$ cat config.mk
export PLATFORM = sky130hd
export DESIGN_NAME = cgtsr_core
export DESIGN_NICKNAME = d
export VERILOG_FILES = /design/src/design/cgtsr_core.v
export VERILOG_INCLUDE_DIRS = /design/src /design/src/design
export SDC_FILE = /design/constraint.sdc
export NUM_CORES = 1
export LEC_CHECK = 0
export BUFFER_PORTS_ARGS = -buffer_cell sky130_fd_sc_hd__buf_4
export CAP_MARGIN = 5
export CORE_MARGIN = 2
export CORE_UTILIZATION = 45
export CTS_BUF_LIST = sky130_fd_sc_hd__clkbuf_16
export CTS_CLUSTER_DIAMETER = 100
export DETAILED_ROUTE_END_ITERATION = 16
export PLACE_DENSITY = 0.78
export SLEW_MARGIN = 10
export SYNTH_ARGS = -nofsm -noshare
export SYNTH_HDL_FRONTEND = slang
export SYNTH_SLANG_ARGS = --single-unit
$ cat constraint.sdc
create_clock -name clk -period 1.4 [get_ports clk]
set_clock_uncertainty 0.15 [all_clocks]
set_input_delay 0.28 -clock clk [delete_from_list [all_inputs] [get_ports clk]]
set_output_delay 0.28 -clock clk [all_outputs]
set_load 0.03 [all_outputs]
$ cat src/design/cgtsr_regs.vh
// Purpose: Constants for the guest, timer and status register slice
// Assumes: Register and select numbers form a 5+3 bit select code
// Notes:   Field positions are bit indices within a 32-bit word
`ifndef CGTSR_REGS_VH
`define CGTSR_REGS_VH

// ****************************************
// Register select codes {reg[4:0],sel[2:0]}
// ****************************************
`define CGTSR_SEL_VIRQ      8'h55
`define CGTSR_SEL_SSMAP     8'h56
`define CGTSR_SEL_CMP       8'h58
`define CGTSR_SEL_GEXT      8'h5c
`define CGTSR_SEL_STAT      8'h60

// ****************************************
// Field positions
// ****************************************
`define CGTSR_VIP_LO        10
`define CGTSR_VIP_HI        17
`define CGTSR_PRI_LO        24
`define CGTSR_ESS_LO        18
`define CGTSR_ESS_HI        21
`define CGTSR_VEC_HI        15
`define CGTSR_LSS_HI        3
`define CGTSR_NCC_LO        6
`define CGTSR_NCC_HI        7
`define CGTSR_CGI_BIT       4
`define CGTSR_FCD_BIT       3
`define CGTSR_OG_BIT        2
`define CGTSR_BG_BIT        1
`define CGTSR_MG_BIT        0
`define CGTSR_CU3_BIT       31
`define CGTSR_CU2_BIT       30
`define CGTSR_CU1_BIT       29
`define CGTSR_UM_BIT        4
`define CGTSR_ERL_BIT       2
`define CGTSR_EXL_BIT       1
`define CGTSR_IE_BIT        0

// ****************************************
// Reset values
// ****************************************
`define CGTSR_NCC_RST       2'h1
`define CGTSR_STAT_RST      32'h0000_0004

`endif
$ cat src/design/cgtsr_core.v
// Purpose: Guest interrupt injection, shadow map, timer compare,
//          guest trap controls and mode/interrupt status registers
// Assumes: Single core clock; count and interrupt bus are same-domain
// Notes:   Registers reached by coprocessor register/select code
`timescale 1ns/10ps
`include "cgtsr_regs.vh"

module cgtsr_core #(
    parameter HAS_MCU_EXT = 1'b0,
    parameter HAS_EIC     = 1'b1,
    parameter HAS_GEXT    = 1'b1,
    parameter HAS_CGI     = 1'b1,
    parameter HAS_OG      = 1'b1,
    parameter HAS_BG      = 1'b1,
    parameter HAS_MG      = 1'b1,
    parameter HAS_LSS     = 1'b1,
    parameter HAS_COP2    = 1'b0,
    parameter HAS_FPU     = 1'b0
) (
    // Clock and reset
    input  wire        clk,
    input  wire        rst_n,
    // Register access
    input  wire        reg_wr,
    input  wire        reg_rd,
    input  wire [7:0]  reg_sel,
    input  wire [31:0] reg_wdata,
    output reg  [31:0] reg_rdata_q,
    // Free-running count and interrupt routing
    input  wire [31:0] count_value,
    input  wire [2:0]  timer_irq_route,
    input  wire [5:0]  ext_irq,
    // Root interrupt bus
    input  wire        guest_irq_take,
    input  wire        taken_in_root,
    input  wire [9:0]  requested_priority_level,
    input  wire [3:0]  ext_ctrl_shadow_set,
    input  wire [15:0] bus_vector,
    input  wire [15:0] guest_bus_vector,
    // Core state
    input  wire        debug_mode_flag,
    input  wire [7:0]  irq_request,
    input  wire [3:0]  highest_shadow_set,
    input  wire        guest_cache_ctl_en,
    input  wire        guest_cp0_access_en,
    input  wire        cache_idx_inv_guest,
    input  wire [2:0]  guest_reg_group_acc,
    input  wire        field_change_event,
    input  wire [3:0]  cop_access,
    // Outputs
    output reg         timer_irq_out,
    output reg  [5:0]  guest_pending_q,
    output reg  [15:0] guest_vector_q,
    output reg  [3:0]  guest_ss_lo_q,
    output reg  [3:0]  guest_ss_hi_q,
    output reg         irq_enabled_q,
    output reg  [7:0]  irq_selected_q,
    output reg         user_mode_q,
    output reg         guest_privileged_trap,
    output reg         field_change_exc_q,
    output reg         cop_unusable_exc_q
);

    // ****************************************
    // Field widths and helpers
    // ****************************************
    localparam PRI_W = HAS_MCU_EXT ? 10 : 8;

    function [31:0] bitset;
        input [4:0] pos;
        begin
            bitset = 32'h0000_0001 << pos;
        end
    endfunction

    wire wr_virq  = reg_wr && (reg_sel == `CGTSR_SEL_VIRQ);
    wire wr_ssmap = reg_wr && (reg_sel == `CGTSR_SEL_SSMAP);
    wire wr_cmp   = reg_wr && (reg_sel == `CGTSR_SEL_CMP);
    wire wr_gext  = reg_wr && (reg_sel == `CGTSR_SEL_GEXT);
    wire wr_stat  = reg_wr && (reg_sel == `CGTSR_SEL_STAT);

    // ****************************************
    // Guest virtual interrupt control
    // ****************************************
    reg [7:0]       vip_q;
    reg [PRI_W-1:0] gpri_q;
    reg [3:0]       gess_q;
    reg [15:0]      guest_vector_offset_q;

    always @(posedge clk or negedge rst_n) begin
        if (!rst_n) begin
            vip_q  <= 8'h00;
            gpri_q <= {PRI_W{1'b0}};
            gess_q <= 4'h0;
            guest_vector_offset_q <= 16'h0000;
        end else begin
            if (wr_virq) begin
                vip_q  <= reg_wdata[`CGTSR_VIP_HI:`CGTSR_VIP_LO];
                gpri_q <= reg_wdata[`CGTSR_PRI_LO+PRI_W-1:`CGTSR_PRI_LO];
                gess_q <= reg_wdata[`CGTSR_ESS_HI:`CGTSR_ESS_LO];
                guest_vector_offset_q <= reg_wdata[`CGTSR_VEC_HI:0];
            end
            // Hardware capture wins over a same-cycle software write
            if (guest_irq_take && HAS_EIC) begin
                gpri_q <= requested_priority_level[PRI_W-1:0];
                gess_q <= ext_ctrl_shadow_set;
                guest_vector_offset_q <= bus_vector;
            end
        end
    end

    wire [31:0] virq_rd = HAS_EIC ?
        ({{(32-PRI_W){1'b0}}, gpri_q} << `CGTSR_PRI_LO) |
        ({28'h0, gess_q} << `CGTSR_ESS_LO) | {16'h0000, guest_vector_offset_q} :
        {14'h0, vip_q, 10'h000};

    // ****************************************
    // Guest shadow set map
    // ****************************************
    reg [3:0] lss_q;

    always @(posedge clk or negedge rst_n) begin
        if (!rst_n)
            lss_q <= 4'h0;
        else if (wr_ssmap && HAS_LSS)
            lss_q <= reg_wdata[`CGTSR_LSS_HI:0];
    end

    // ****************************************
    // Timer compare
    // ****************************************
    reg [31:0] cmp_q;

    always @(posedge clk or negedge rst_n) begin
        if (!rst_n)
            cmp_q <= 32'h0000_0000;
        else if (wr_cmp)
            cmp_q <= reg_wdata;
    end

    // ****************************************
    // Guest control extension
    // ****************************************
    reg [4:0] gext_q; // cgi, fcd, og, bg, mg
    wire [4:0] gext_wmask = {HAS_CGI, 1'b1, HAS_OG, HAS_BG, HAS_MG};

    always @(posedge clk or negedge rst_n) begin
        if (!rst_n)
            gext_q <= 5'h00;
        else if (wr_gext && HAS_GEXT)
            gext_q <= reg_wdata[4:0] & gext_wmask;
    end

    wire [31:0] gext_rd = HAS_GEXT ?
        {24'h0, `CGTSR_NCC_RST, 1'b0, gext_q} : 32'h0000_0000;

    // ****************************************
    // Status
    // ****************************************
    reg [31:0] stat_q;
    wire [31:0] stat_wmask = bitset(`CGTSR_CU2_BIT) & {32{HAS_COP2}} |
        bitset(`CGTSR_CU1_BIT) & {32{HAS_FPU}} |
        32'h1fff_ff17;

    always @(posedge clk or negedge rst_n) begin
        if (!rst_n)
            stat_q <= `CGTSR_STAT_RST;
        else if (wr_stat)
            stat_q <= reg_wdata & stat_wmask;
    end

    // ****************************************
    // Read mux
    // ****************************************
    always @(posedge clk or negedge rst_n) begin
        if (!rst_n) begin
            reg_rdata_q <= 32'h0000_0000;
        end else if (reg_rd) begin
            case (reg_sel)
                `CGTSR_SEL_VIRQ:  reg_rdata_q <= virq_rd;
                `CGTSR_SEL_SSMAP: reg_rdata_q <= {28'h0, lss_q};
                `CGTSR_SEL_CMP:   reg_rdata_q <= cmp_q;
                `CGTSR_SEL_GEXT:  reg_rdata_q <= gext_rd;
                `CGTSR_SEL_STAT:  reg_rdata_q <= stat_q;
                default:          reg_rdata_q <= 32'h0000_0000;
            endcase
        end
    end

    // ****************************************
    // Derived state and outputs
    // ****************************************
    wire ie  = stat_q[`CGTSR_IE_BIT];
    wire exception_level = stat_q[`CGTSR_EXL_BIT];
    wire error_level = stat_q[`CGTSR_ERL_BIT];
    wire um  = stat_q[`CGTSR_UM_BIT];
    wire irq_en = ie && !exception_level && !error_level && !debug_mode_flag;
    wire [3:0] cu = {stat_q[`CGTSR_CU3_BIT:`CGTSR_CU1_BIT], 1'b1};
    // Group bits map to the three register groups: misc, bad-addr, mmu
    wire [2:0] grp_trap = guest_reg_group_acc &
        (gext_q[2:0] | {3{!guest_cp0_access_en}});
    wire cgi_ok = gext_q[`CGTSR_CGI_BIT] && guest_cache_ctl_en;
    wire [5:0] timer_vec;

    // Pending bit n+2 maps to index n; route code 2..7 selects it
    assign timer_vec = {5'h00, timer_irq_out} <<
        (timer_irq_route - 3'h2);

    always @(posedge clk or negedge rst_n) begin
        if (!rst_n) begin
            timer_irq_out         <= 1'b0;
            guest_pending_q       <= 6'h00;
            guest_vector_q        <= 16'h0000;
            guest_ss_lo_q         <= 4'h0;
            guest_ss_hi_q         <= 4'h0;
            irq_enabled_q         <= 1'b0;
            irq_selected_q        <= 8'h00;
            user_mode_q           <= 1'b0;
            guest_privileged_trap <= 1'b0;
            field_change_exc_q    <= 1'b0;
            cop_unusable_exc_q    <= 1'b0;
        end else begin
            // Match sets, write clears; set wins on collision
            if (count_value == cmp_q)
                timer_irq_out <= 1'b1;
            else if (wr_cmp)
                timer_irq_out <= 1'b0;
            guest_pending_q <= vip_q[5:0] | ext_irq |
                ((timer_irq_route >= 3'h2) ? timer_vec : 6'h00);
            guest_vector_q <= (taken_in_root && HAS_EIC) ?
                guest_vector_offset_q : guest_bus_vector;
            guest_ss_lo_q <= lss_q;
            guest_ss_hi_q <= lss_q + highest_shadow_set;
            irq_enabled_q <= irq_en;
            irq_selected_q <= irq_en ? irq_request : 8'h00;
            user_mode_q <= !debug_mode_flag && um && !exception_level && !error_level;
            guest_privileged_trap <= (|grp_trap) ||
                (cache_idx_inv_guest && !cgi_ok);
            field_change_exc_q <= field_change_event &&
                !gext_q[`CGTSR_FCD_BIT];
            cop_unusable_exc_q <= |(cop_access & ~cu);
        end
    end

endmodule

==> Word level (Yosys, flattened, before mapping) <==
Cells that the tools add are included.
{ "word_totals": {"elab_cells": 73, "register_bits": 176, "input_bits": 157, "output_inout_bits": 76} }
{ "op_classes": {"n_mux": 12, "bitwise_logic": 6, "n_eq_ne": 6, "n_addsub": 2, "n_reduce_logical": 25, "order_cmp": 1, "n_shift": 1} }
{ "ops": {"columns": ["op", "count"], "rows": [
  ["$pmux 32 s5", 1],
  ["$mux 16", 3],
  ["$eq 8x7->1 const B", 5],
  ["$eq 32x32->1", 1],
  ["$or 32x16->32", 1],
  ["$or 32x22->32", 1],
  ["$mux 8", 3],
  ["$logic_and 1x1->1", 14],
  ["$or 6x6->6", 2],
  ["$mux 4", 2],
  ["$logic_not 1->1", 6],
  ["$mux 6", 1],
  ["$reduce_or 3->1", 2],
  ["$shl 1x3->6", 1],
  ["$add 4x4->4", 1],
  ["$reduce_bool 2->1", 2],
  ["$and 3x3->3", 1],
  ["$ge 3x2->1 const B", 1],
  ["$or 3x3->3", 1],
  ["$sub 3x2->3 const B", 1],
  ["$mux 1", 2],
  ["$logic_or 1x1->1", 1]
]} }

==> Logic depth before layout (Yosys ltp) <==
Gate-level depths: netlist of the first run.
{ "logic_depth": {"ltp_word": 5, "ltp_mapped": 7, "ltp_nobuf": 5} }

==> Worst setup path before layout of the first run <==
Ideal clock, no wire load.
{ "synth_timing": {"path_kind": "input-to-reg", "from": "input reg_sel[1]", "to": "register cmp_q[10]", "t_arrival_ps": 1870, "setup_slack_ps": -745, "setup_time_ps": 125, "required_time_ps": 1125, "path_stages": 5, "path_cell_list": "or4b_4 or4_4 buf_6 buf_12 mux2_4"} }
{ "synth_between": {"elab_chain_len": 2} }
{ "synth_rtl": {"columns": ["element", "line", "source"], "rows": [
  ["start: declaration", "cgtsr_core.v:26", "input wire [7:0] reg_sel,"],
  ["$eq 8x7->1", null, null],
  ["$logic_and 1x1->1", "cgtsr_core.v:78", "wire wr_cmp = reg_wr && (reg_sel == `CGTSR_SEL_CMP);"],
  ["end signal: assignment", "cgtsr_core.v:138", "cmp_q <= reg_wdata;"],
  ["end: declaration", "cgtsr_core.v:132", "reg [31:0] cmp_q;"]
]} }
No other way between the ends.
A chain may end at the register's enable or synchronous reset.

==> Final worst setup path of the first run <==
{ "layout_timing": {"from": "input reg_sel[1]", "to": "register cmp_q[9]"} }
Same word-level chain as after synthesis.

==> flow_summary.json, run 1 <==
{
  "grt.busiest_layer": "met2",
  "utilization": 0.769,
  "grt_overflow": 0,
  "grt_usage": 0.298,
  "h-tree-depth": 4,
  "slew_headroom": 0.750,
  "vias_per_cell": 5.46,
  "grt_pass1_wl_um": 41300,
  "synthSimpleGateAreaFrac": 0.0708,
  "ff2ff_path_depth": 5,
  "die_y_um": 137,
  "pre_cts_ws_ns": -0.875,
  "endpoint_kind": "flip-flop",
  "synth-compound-area-share": 0.114,
  "met1_usage": 0.358,
  "synthTopCellsByArea": "dfrtp_1, mux2_4, mux2_2",
  "whs_ns": -0.0501,
  "io_buffers": 229,
  "hpwlAfterDp_um": 17700,
  "synth-xor-area-share": 0.0383,
  "drv_cap": 0,
  "cts.sinks": 176,
  "period_share": 1.29,
  "ys_ff_latch": 176,
  "synth.avg_cell_area_um2": 13.1,
  "drc": 0,
  "chipWidth_um": 137,
  "cp_max_fo": 19,
  "routed-via-count": 7017,
  "arrival_ns": 1.98,
  "async_flop_share": 1.00,
  "finalHoldViolCount": 1,
  "setup_ws_ns": -0.406,
  "holdPathEnd": "guest_ss_hi_q[0]",
  "critPathRequiredTime_ns": 1.57,
  "grt_max_degree": 57,
  "cts_tree": "built",
  "clock_path_buffers": 2,
  "cts_buffers": 17,
  "drive_above_1_share": 0.500,
  "grt_pass1_vias": 7465,
  "hold_depth": 2,
  "ys_types": 53,
  "r2r_end": "timer_irq_out",
  "violations": "negative hold slack, negative setup slack",
  "r2r_setup_slack_ns": -0.17,
  "insertion_delay_ns": 0.44,
  "leakagePower_nw": 6.74,
  "grtUsageMet2": 0.527,
  "fmax_mhz": 554,
  "synthFlopType": "dfrtp_1",
  "post-route-min-period_ns": 1.81,
  "synth_cells": 613,
  "synth-edff-count": 0,
  "crit_type": "in2reg",
  "ys_seq_area_frac": 0.551,
  "synthMuxAreaShare": 0.184,
  "r2r-start": "cmp_q[9]",
  "max_slew.worst_pin.slew_ns": 0.374,
  "hold_class": "in2reg",
  "synthAdderAreaFrac": 0.00876,
  "ios": 233,
  "synth_nets": 775,
  "wirelength_um": 28800,
  "diodes": 0,
  "dr.pass1.iters": 5,
  "fin_nets": 1212,
  "rsz0062_at_grt": "yes",
  "synth_warnings": 0,
  "powerDensity_nw_per_um2": 944,
  "peakVddDrop_uv": 915,
  "met3_usage": 0.0706,
  "dr.first_iter.drc_count": 434,
  "dieArea_um2": 18900,
  "worst_setup_path_start_kind": "primary input",
  "cts_root_buf": "clkbuf_16",
  "coreArea_um2": 17400,
  "hold_start": "highest_shadow_set[0]",
  "gp_congestion": 0.825,
  "synth_top_area_cell": "dfrtp_1",
  "finalMaxSlewViolations": 0,
  "status": "complete, but fails checks",
  "yosysMostFrequentCell": "dfrtp_1",
  "synth.cell_area_um2": 8000,
  "fp-row-count": 48,
  "wire_per_inst_um": 22.4,
  "postCtsHoldBufs": 101,
  "antenna_found_initial": 0,
  "initial_core_util": 0.461,
  "setup_viol": 167,
  "ant_nets": 0,
  "areaGrowthSynthToFinish_pct": 66.7,
  "ys_top_cells_by_count": "dfrtp_1, mux2_4, mux2_2",
  "synth_top_family_by_area": "multiplexers",
  "path_clk_slew_ns": 0.06,
  "yosys.area.top_type_share": 0.547
}
[state kept, by name, indices dropped and copies added, names as in the netlist, 4 cells and up]
register / flops
reg_rdata_q: 32
gess_q: 4
guest_vector_q: 16
cmp_q: 32
irq_selected_q: 8
guest_vector_offset_q: 16
guest_pending_q: 6
stat_q: 25
lss_q: 4
guest_ss_hi_q: 4
guest_ss_lo_q: 4
gpri_q: 8
gext_q: 5
vip_q: 6
[cell families (layout without fill, tap and decap cells)]
group,Yosys count,in the layout
AO/OA/AOI/OAI,123,123
XOR/XNOR,35,35
adder cells (fa/ha/maj),5,5
buffers and inverters,47,495
flip-flops,176,176
multiplexers,118,118
AND/OR/NAND/NOR,109,109
[worst max-delay path by stage]
stage / start / cells after the start / endpoint / slack [ns]
floorplan: reg_sel[1] / 5 / cmp_q[10] / -0.75
global placement: reg_sel[1] / 5 / cmp_q[27] / -0.85
detailed placement: reg_sel[1] / 5 / cmp_q[9] / -0.88
CTS: reg_sel[1] / 5 / cmp_q[9] / -0.40
global route: reg_sel[1] / 7 / stat_q[23] / -0.42
finish: reg_sel[1] / 5 / cmp_q[9] / -0.41
[per-stage QoR]
stage	area [µm²]	instances	hold slack, ns	TNS (ns)	power [W]
after floorplan	8210	613	-0.166	-70.98	0.00635
after global placement	10800	1113	0.0424	-93.67	0.00734
after detailed placement	10800	1113	0.0384	-98.26	0.00739
after CTS	12800	1267	-0.0789	-33.45	0.0124
after global routing	13300	1286	-0.0497	-41.90	0.0130
final	13300	1286	-0.0501	-37.28	0.0126
[final cells by class]
| type | count | area (µm²) |
|---|---|---|
| multi-input combinational | 390 | 3750 |
| clock buffer | 17 | 425 |
| sequential | 176 | 4410 |
| inverter | 11 | 41.3 |
| clock inverter | 13 | 149 |
| tap | 225 | 282 |
| fill | 969 | 4020 |
| timing repair buffer | 454 | 4290 |
[per-layer routing]
| layer | vias to the layer above | part of all wire | wire [µm] |
|---|---|---|---|
| met5 | - | 0 | 0 |
| met4 | 0 | 0.023 | 657 |
| met3 | 53 | 0.070 | 2020 |
| met2 | 316 | 0.52 | 15100 |
| met1 | 3541 | 0.38 | 11100 |
| li1 | 3107 | - | - |
[where the power goes]
group | internal, W | leakage [nW] | switching [W]
Clock | 0.00276 | 0.281 | 0.00201
Combinational | 0.00120 | 4.15 | 0.00102
Sequential | 0.00537 | 2.31 | 0.000237
Total | 0.00933 | 6.74 | 0.00326
[critical path, cell delays in order]
cell and delay (ns):
buf_6 0.09, or4b_4 0.54, or4_4 0.54, buf_12 0.20
mux2_4 0.32
[placed cells by master, fill, tap and decap left out, types with 3 or more instances in the layout]
cell | synthesis | routed
mux2i_1 | 30 | 25
o2bb2ai_1 | 18 | 16
and2_1 | 3 | 3
a22o_1 | 20 | 20
nor2_4 | 0 | 4
a22oi_1 | 19 | 7
a22oi_2 | 0 | 12
buf_4 | 1 | 241
mux2_2 | 39 | 38
and3_1 | 8 | 8
nor4_1 | 8 | 7
dlygate4sd3_1 | 0 | 101
mux2_4 | 49 | 50
a211o_1 | 5 | 5
xor2_1 | 33 | 33
dfrtp_1 | 175 | 175
a21oi_1 | 6 | 6
nor3_4 | 1 | 3
buf_12 | 3 | 16
clkinv_2 | 0 | 3
inv_1 | 11 | 11
clkbuf_16 | 0 | 19
nand2_1 | 36 | 35
bufinv_16 | 0 | 3
o21ai_1 | 0 | 28
a221oi_2 | 0 | 10
ha_1 | 4 | 3
nor2_1 | 27 | 23
mux2i_4 | 0 | 5
a311o_1 | 4 | 4
buf_6 | 4 | 90
[repair_timing]
| item | in CTS | in global routing |
|---|---|---|
| setup endpoints to repair | 194 | 208 |
| gates cloned | 3 | 3 |
| setup buffers | 20 | 19 |
| endpoints found under the hold margin | 309 | 1 |
| gates resized for setup | 101 | 74 |
| pin swaps | 8 | 33 |
(Power assumes the default switching activity.)
==> inputs of run 2 (changes only) <==
--- a/config.mk
+++ b/config.mk
@@ -9,11 +9,12 @@
 export BUFFER_PORTS_ARGS = -buffer_cell sky130_fd_sc_hd__buf_4
 export CAP_MARGIN = 5
 export CORE_MARGIN = 2
-export CORE_UTILIZATION = 45
+export CORE_UTILIZATION = 47
 export CTS_BUF_LIST = sky130_fd_sc_hd__clkbuf_16
 export CTS_CLUSTER_DIAMETER = 100
 export DETAILED_ROUTE_END_ITERATION = 16
-export PLACE_DENSITY = 0.78
+export HOLD_SLACK_MARGIN = 0.06
+export PLACE_DENSITY = 0.8
 export SLEW_MARGIN = 10
 export SYNTH_ARGS = -nofsm -noshare
 export SYNTH_HDL_FRONTEND = slang
==> flow_summary.json, run 2 (same netlist as run 1, synthesis figures left out) <==
{
  "status": "complete, but fails checks",
  "violations": "negative hold slack, negative setup slack",
  "r2r_setup_slack_ns": -0.09,
  "endpoint_kind": "flip-flop",
  "slew_headroom": 0.753,
  "instances_no_fill": 1279,
  "met3_usage": 0.0597,
  "utilization": 0.800,
  "grt_max_degree": 36,
  "pre_cts_ws_ns": -0.900,
  "ant_nets": 0,
  "fp-row-count": 47,
  "initial_core_util": 0.482,
  "vias_per_cell": 5.68,
  "diodes": 0,
  "io_buffers": 229,
  "grt_pass1_vias": 7790,
  "layout_common_cells": "buf_4, dfrtp_1, dlygate4sd3_1, buf_6, mux2_4",
  "whs_ns": -0.0347,
  "wire_per_inst_um": 23.6,
  "cts.sinks": 176,
  "grt_pass1_wl_um": 45400,
  "finalMaxSlewViolations": 0,
  "fmax_mhz": 533,
  "hold_start": "highest_shadow_set[0]",
  "max_slew.worst_pin.slew_ns": 0.367,
  "finalHoldViolCount": 1,
  "dp.cells": 1098,
  "final_common_cell": "buf_4",
  "grt_usage": 0.336,
  "antenna_found_initial": 0,
  "gp_congestion": 0.893,
  "cp_max_fo": 21,
  "path_clk_slew_ns": 0.07,
  "arrival_ns": 2.04,
  "die_y_um": 134,
  "drc": 0,
  "clock_path_buffers": 2,
  "rsz0062_at_grt": "yes",
  "routed-via-count": 7263,
  "grt.busiest_layer": "met2",
  "ff2ff_path_depth": 4,
  "fin_nets": 1208,
  "dr.first_iter.drc_count": 540,
  "postCtsHoldBufs": 105,
  "cts_tree": "built",
  "grtUsageMet2": 0.584,
  "met1_usage": 0.416,
  "post-route-min-period_ns": 1.88,
  "setup_viol": 161,
  "worst_setup_path_start_kind": "primary input",
  "h-tree-depth": 4,
  "peakVddDrop_uv": 904,
  "dieArea_um2": 18100,
  "r2r-start": "cmp_q[30]",
  "areaGrowthSynthToFinish_pct": 65.9,
  "grt_overflow": 0,
  "tns_ns": -44.15,
  "cts_buffers": 17,
  "hpwlAfterDp_um": 17300,
  "r2r_end": "timer_irq_out",
  "crit_type": "in2reg",
  "insertion_delay_ns": 0.43,
  "hold_class": "in2reg",
  "period_share": 1.34,
  "cts_root_buf": "clkbuf_16",
  "chipWidth_um": 134,
  "critPathRequiredTime_ns": 1.57,
  "dr.pass1.iters": 5,
  "ios": 233,
  "powerDensity_nw_per_um2": 952,
  "drive_above_1_share": 0.484,
  "wirelength_um": 30200,
  "coreArea_um2": 16600,
  "drv_cap": 0,
  "nFillCells": 897,
  "reg_top3": "cmp_q: 32 flops, reg_rdata_q: 32 flops, stat_q: 25 flops",
  "setup_ws_ns": -0.477,
  "leakagePower_nw": 6.78,
  "hold_depth": 2,
  "holdPathEnd": "guest_ss_hi_q[0]"
}
## run 2: cell types whose count changed in the layout (fill, tap and decap cells not counted), sizes merged
cell         delta
clkinvlp        +1
clkinv          -3
dlygate4sd3     +4
inv             +5
buf             -6
bufinv          -1
clkbuf          -2
## run 2: how the worst max path moves through the flow
stage,end,startpoint
after floorplan,cmp_q[10],reg_sel[1]
after global placement,cmp_q[22],reg_sel[1]
after detailed placement,cmp_q[30],reg_sel[1]
after CTS,cmp_q[3],reg_sel[1]
after global routing,cmp_q[28],reg_sel[1]
final,cmp_q[28],reg_sel[1]
## run 2: area by class of cell
class / instances / area (µm²) / area share
Tap cell: 220 / 275 / 0.0207
Timing Repair Buffer: 450 / 4330 / 0.326
Inverter: 11 / 41.3 / 0.00311
Multi-Input combinational cell: 390 / 3630 / 0.273
Clock inverter: 15 / 161 / 0.0122
Clock buffer: 17 / 425 / 0.0321
Sequential cell: 176 / 4410 / 0.332
## run 2: metrics by stage
stage	area, µm²	hold WS [ns]	power [W]
after floorplan	8210	-0.166	0.00635
after global placement	10700	0.0431	0.00732
after detailed placement	10700	0.0455	0.00737
after CTS	13200	-0.0513	0.0125
after global routing	13300	-0.0435	0.0130
final	13300	-0.0347	0.0126
## run 2: routing by layer
metal / wire length [µm] / vias up
li1: - / 3113
met1: 11300 / 3595
met2: 15400 / 451
met3: 2190 / 104
met4: 1200 / 0
met5: 0 / -
## run 2: critical path, cell delays in order
cell and delay (ns):
buf_6 0.10, or4b_4 0.58, or4_4 0.55, buf_12 0.20, mux2_4 0.31
## run 2: what timing repair did
action                                  4_1_cts  5_1_grt
endpoints found under the hold margin       315        1
setup buffers                                31       14
endpoints found under the setup margin      195      212
gates resized for setup                     125       43
pin swaps                                    13       14
cloned                                        8        0
## run 2: power by group
group / internal (W) / switching (W)
clock network: 0.00266 / 0.00219
registers: 0.00536 / 0.000223
logic: 0.00118 / 0.00103
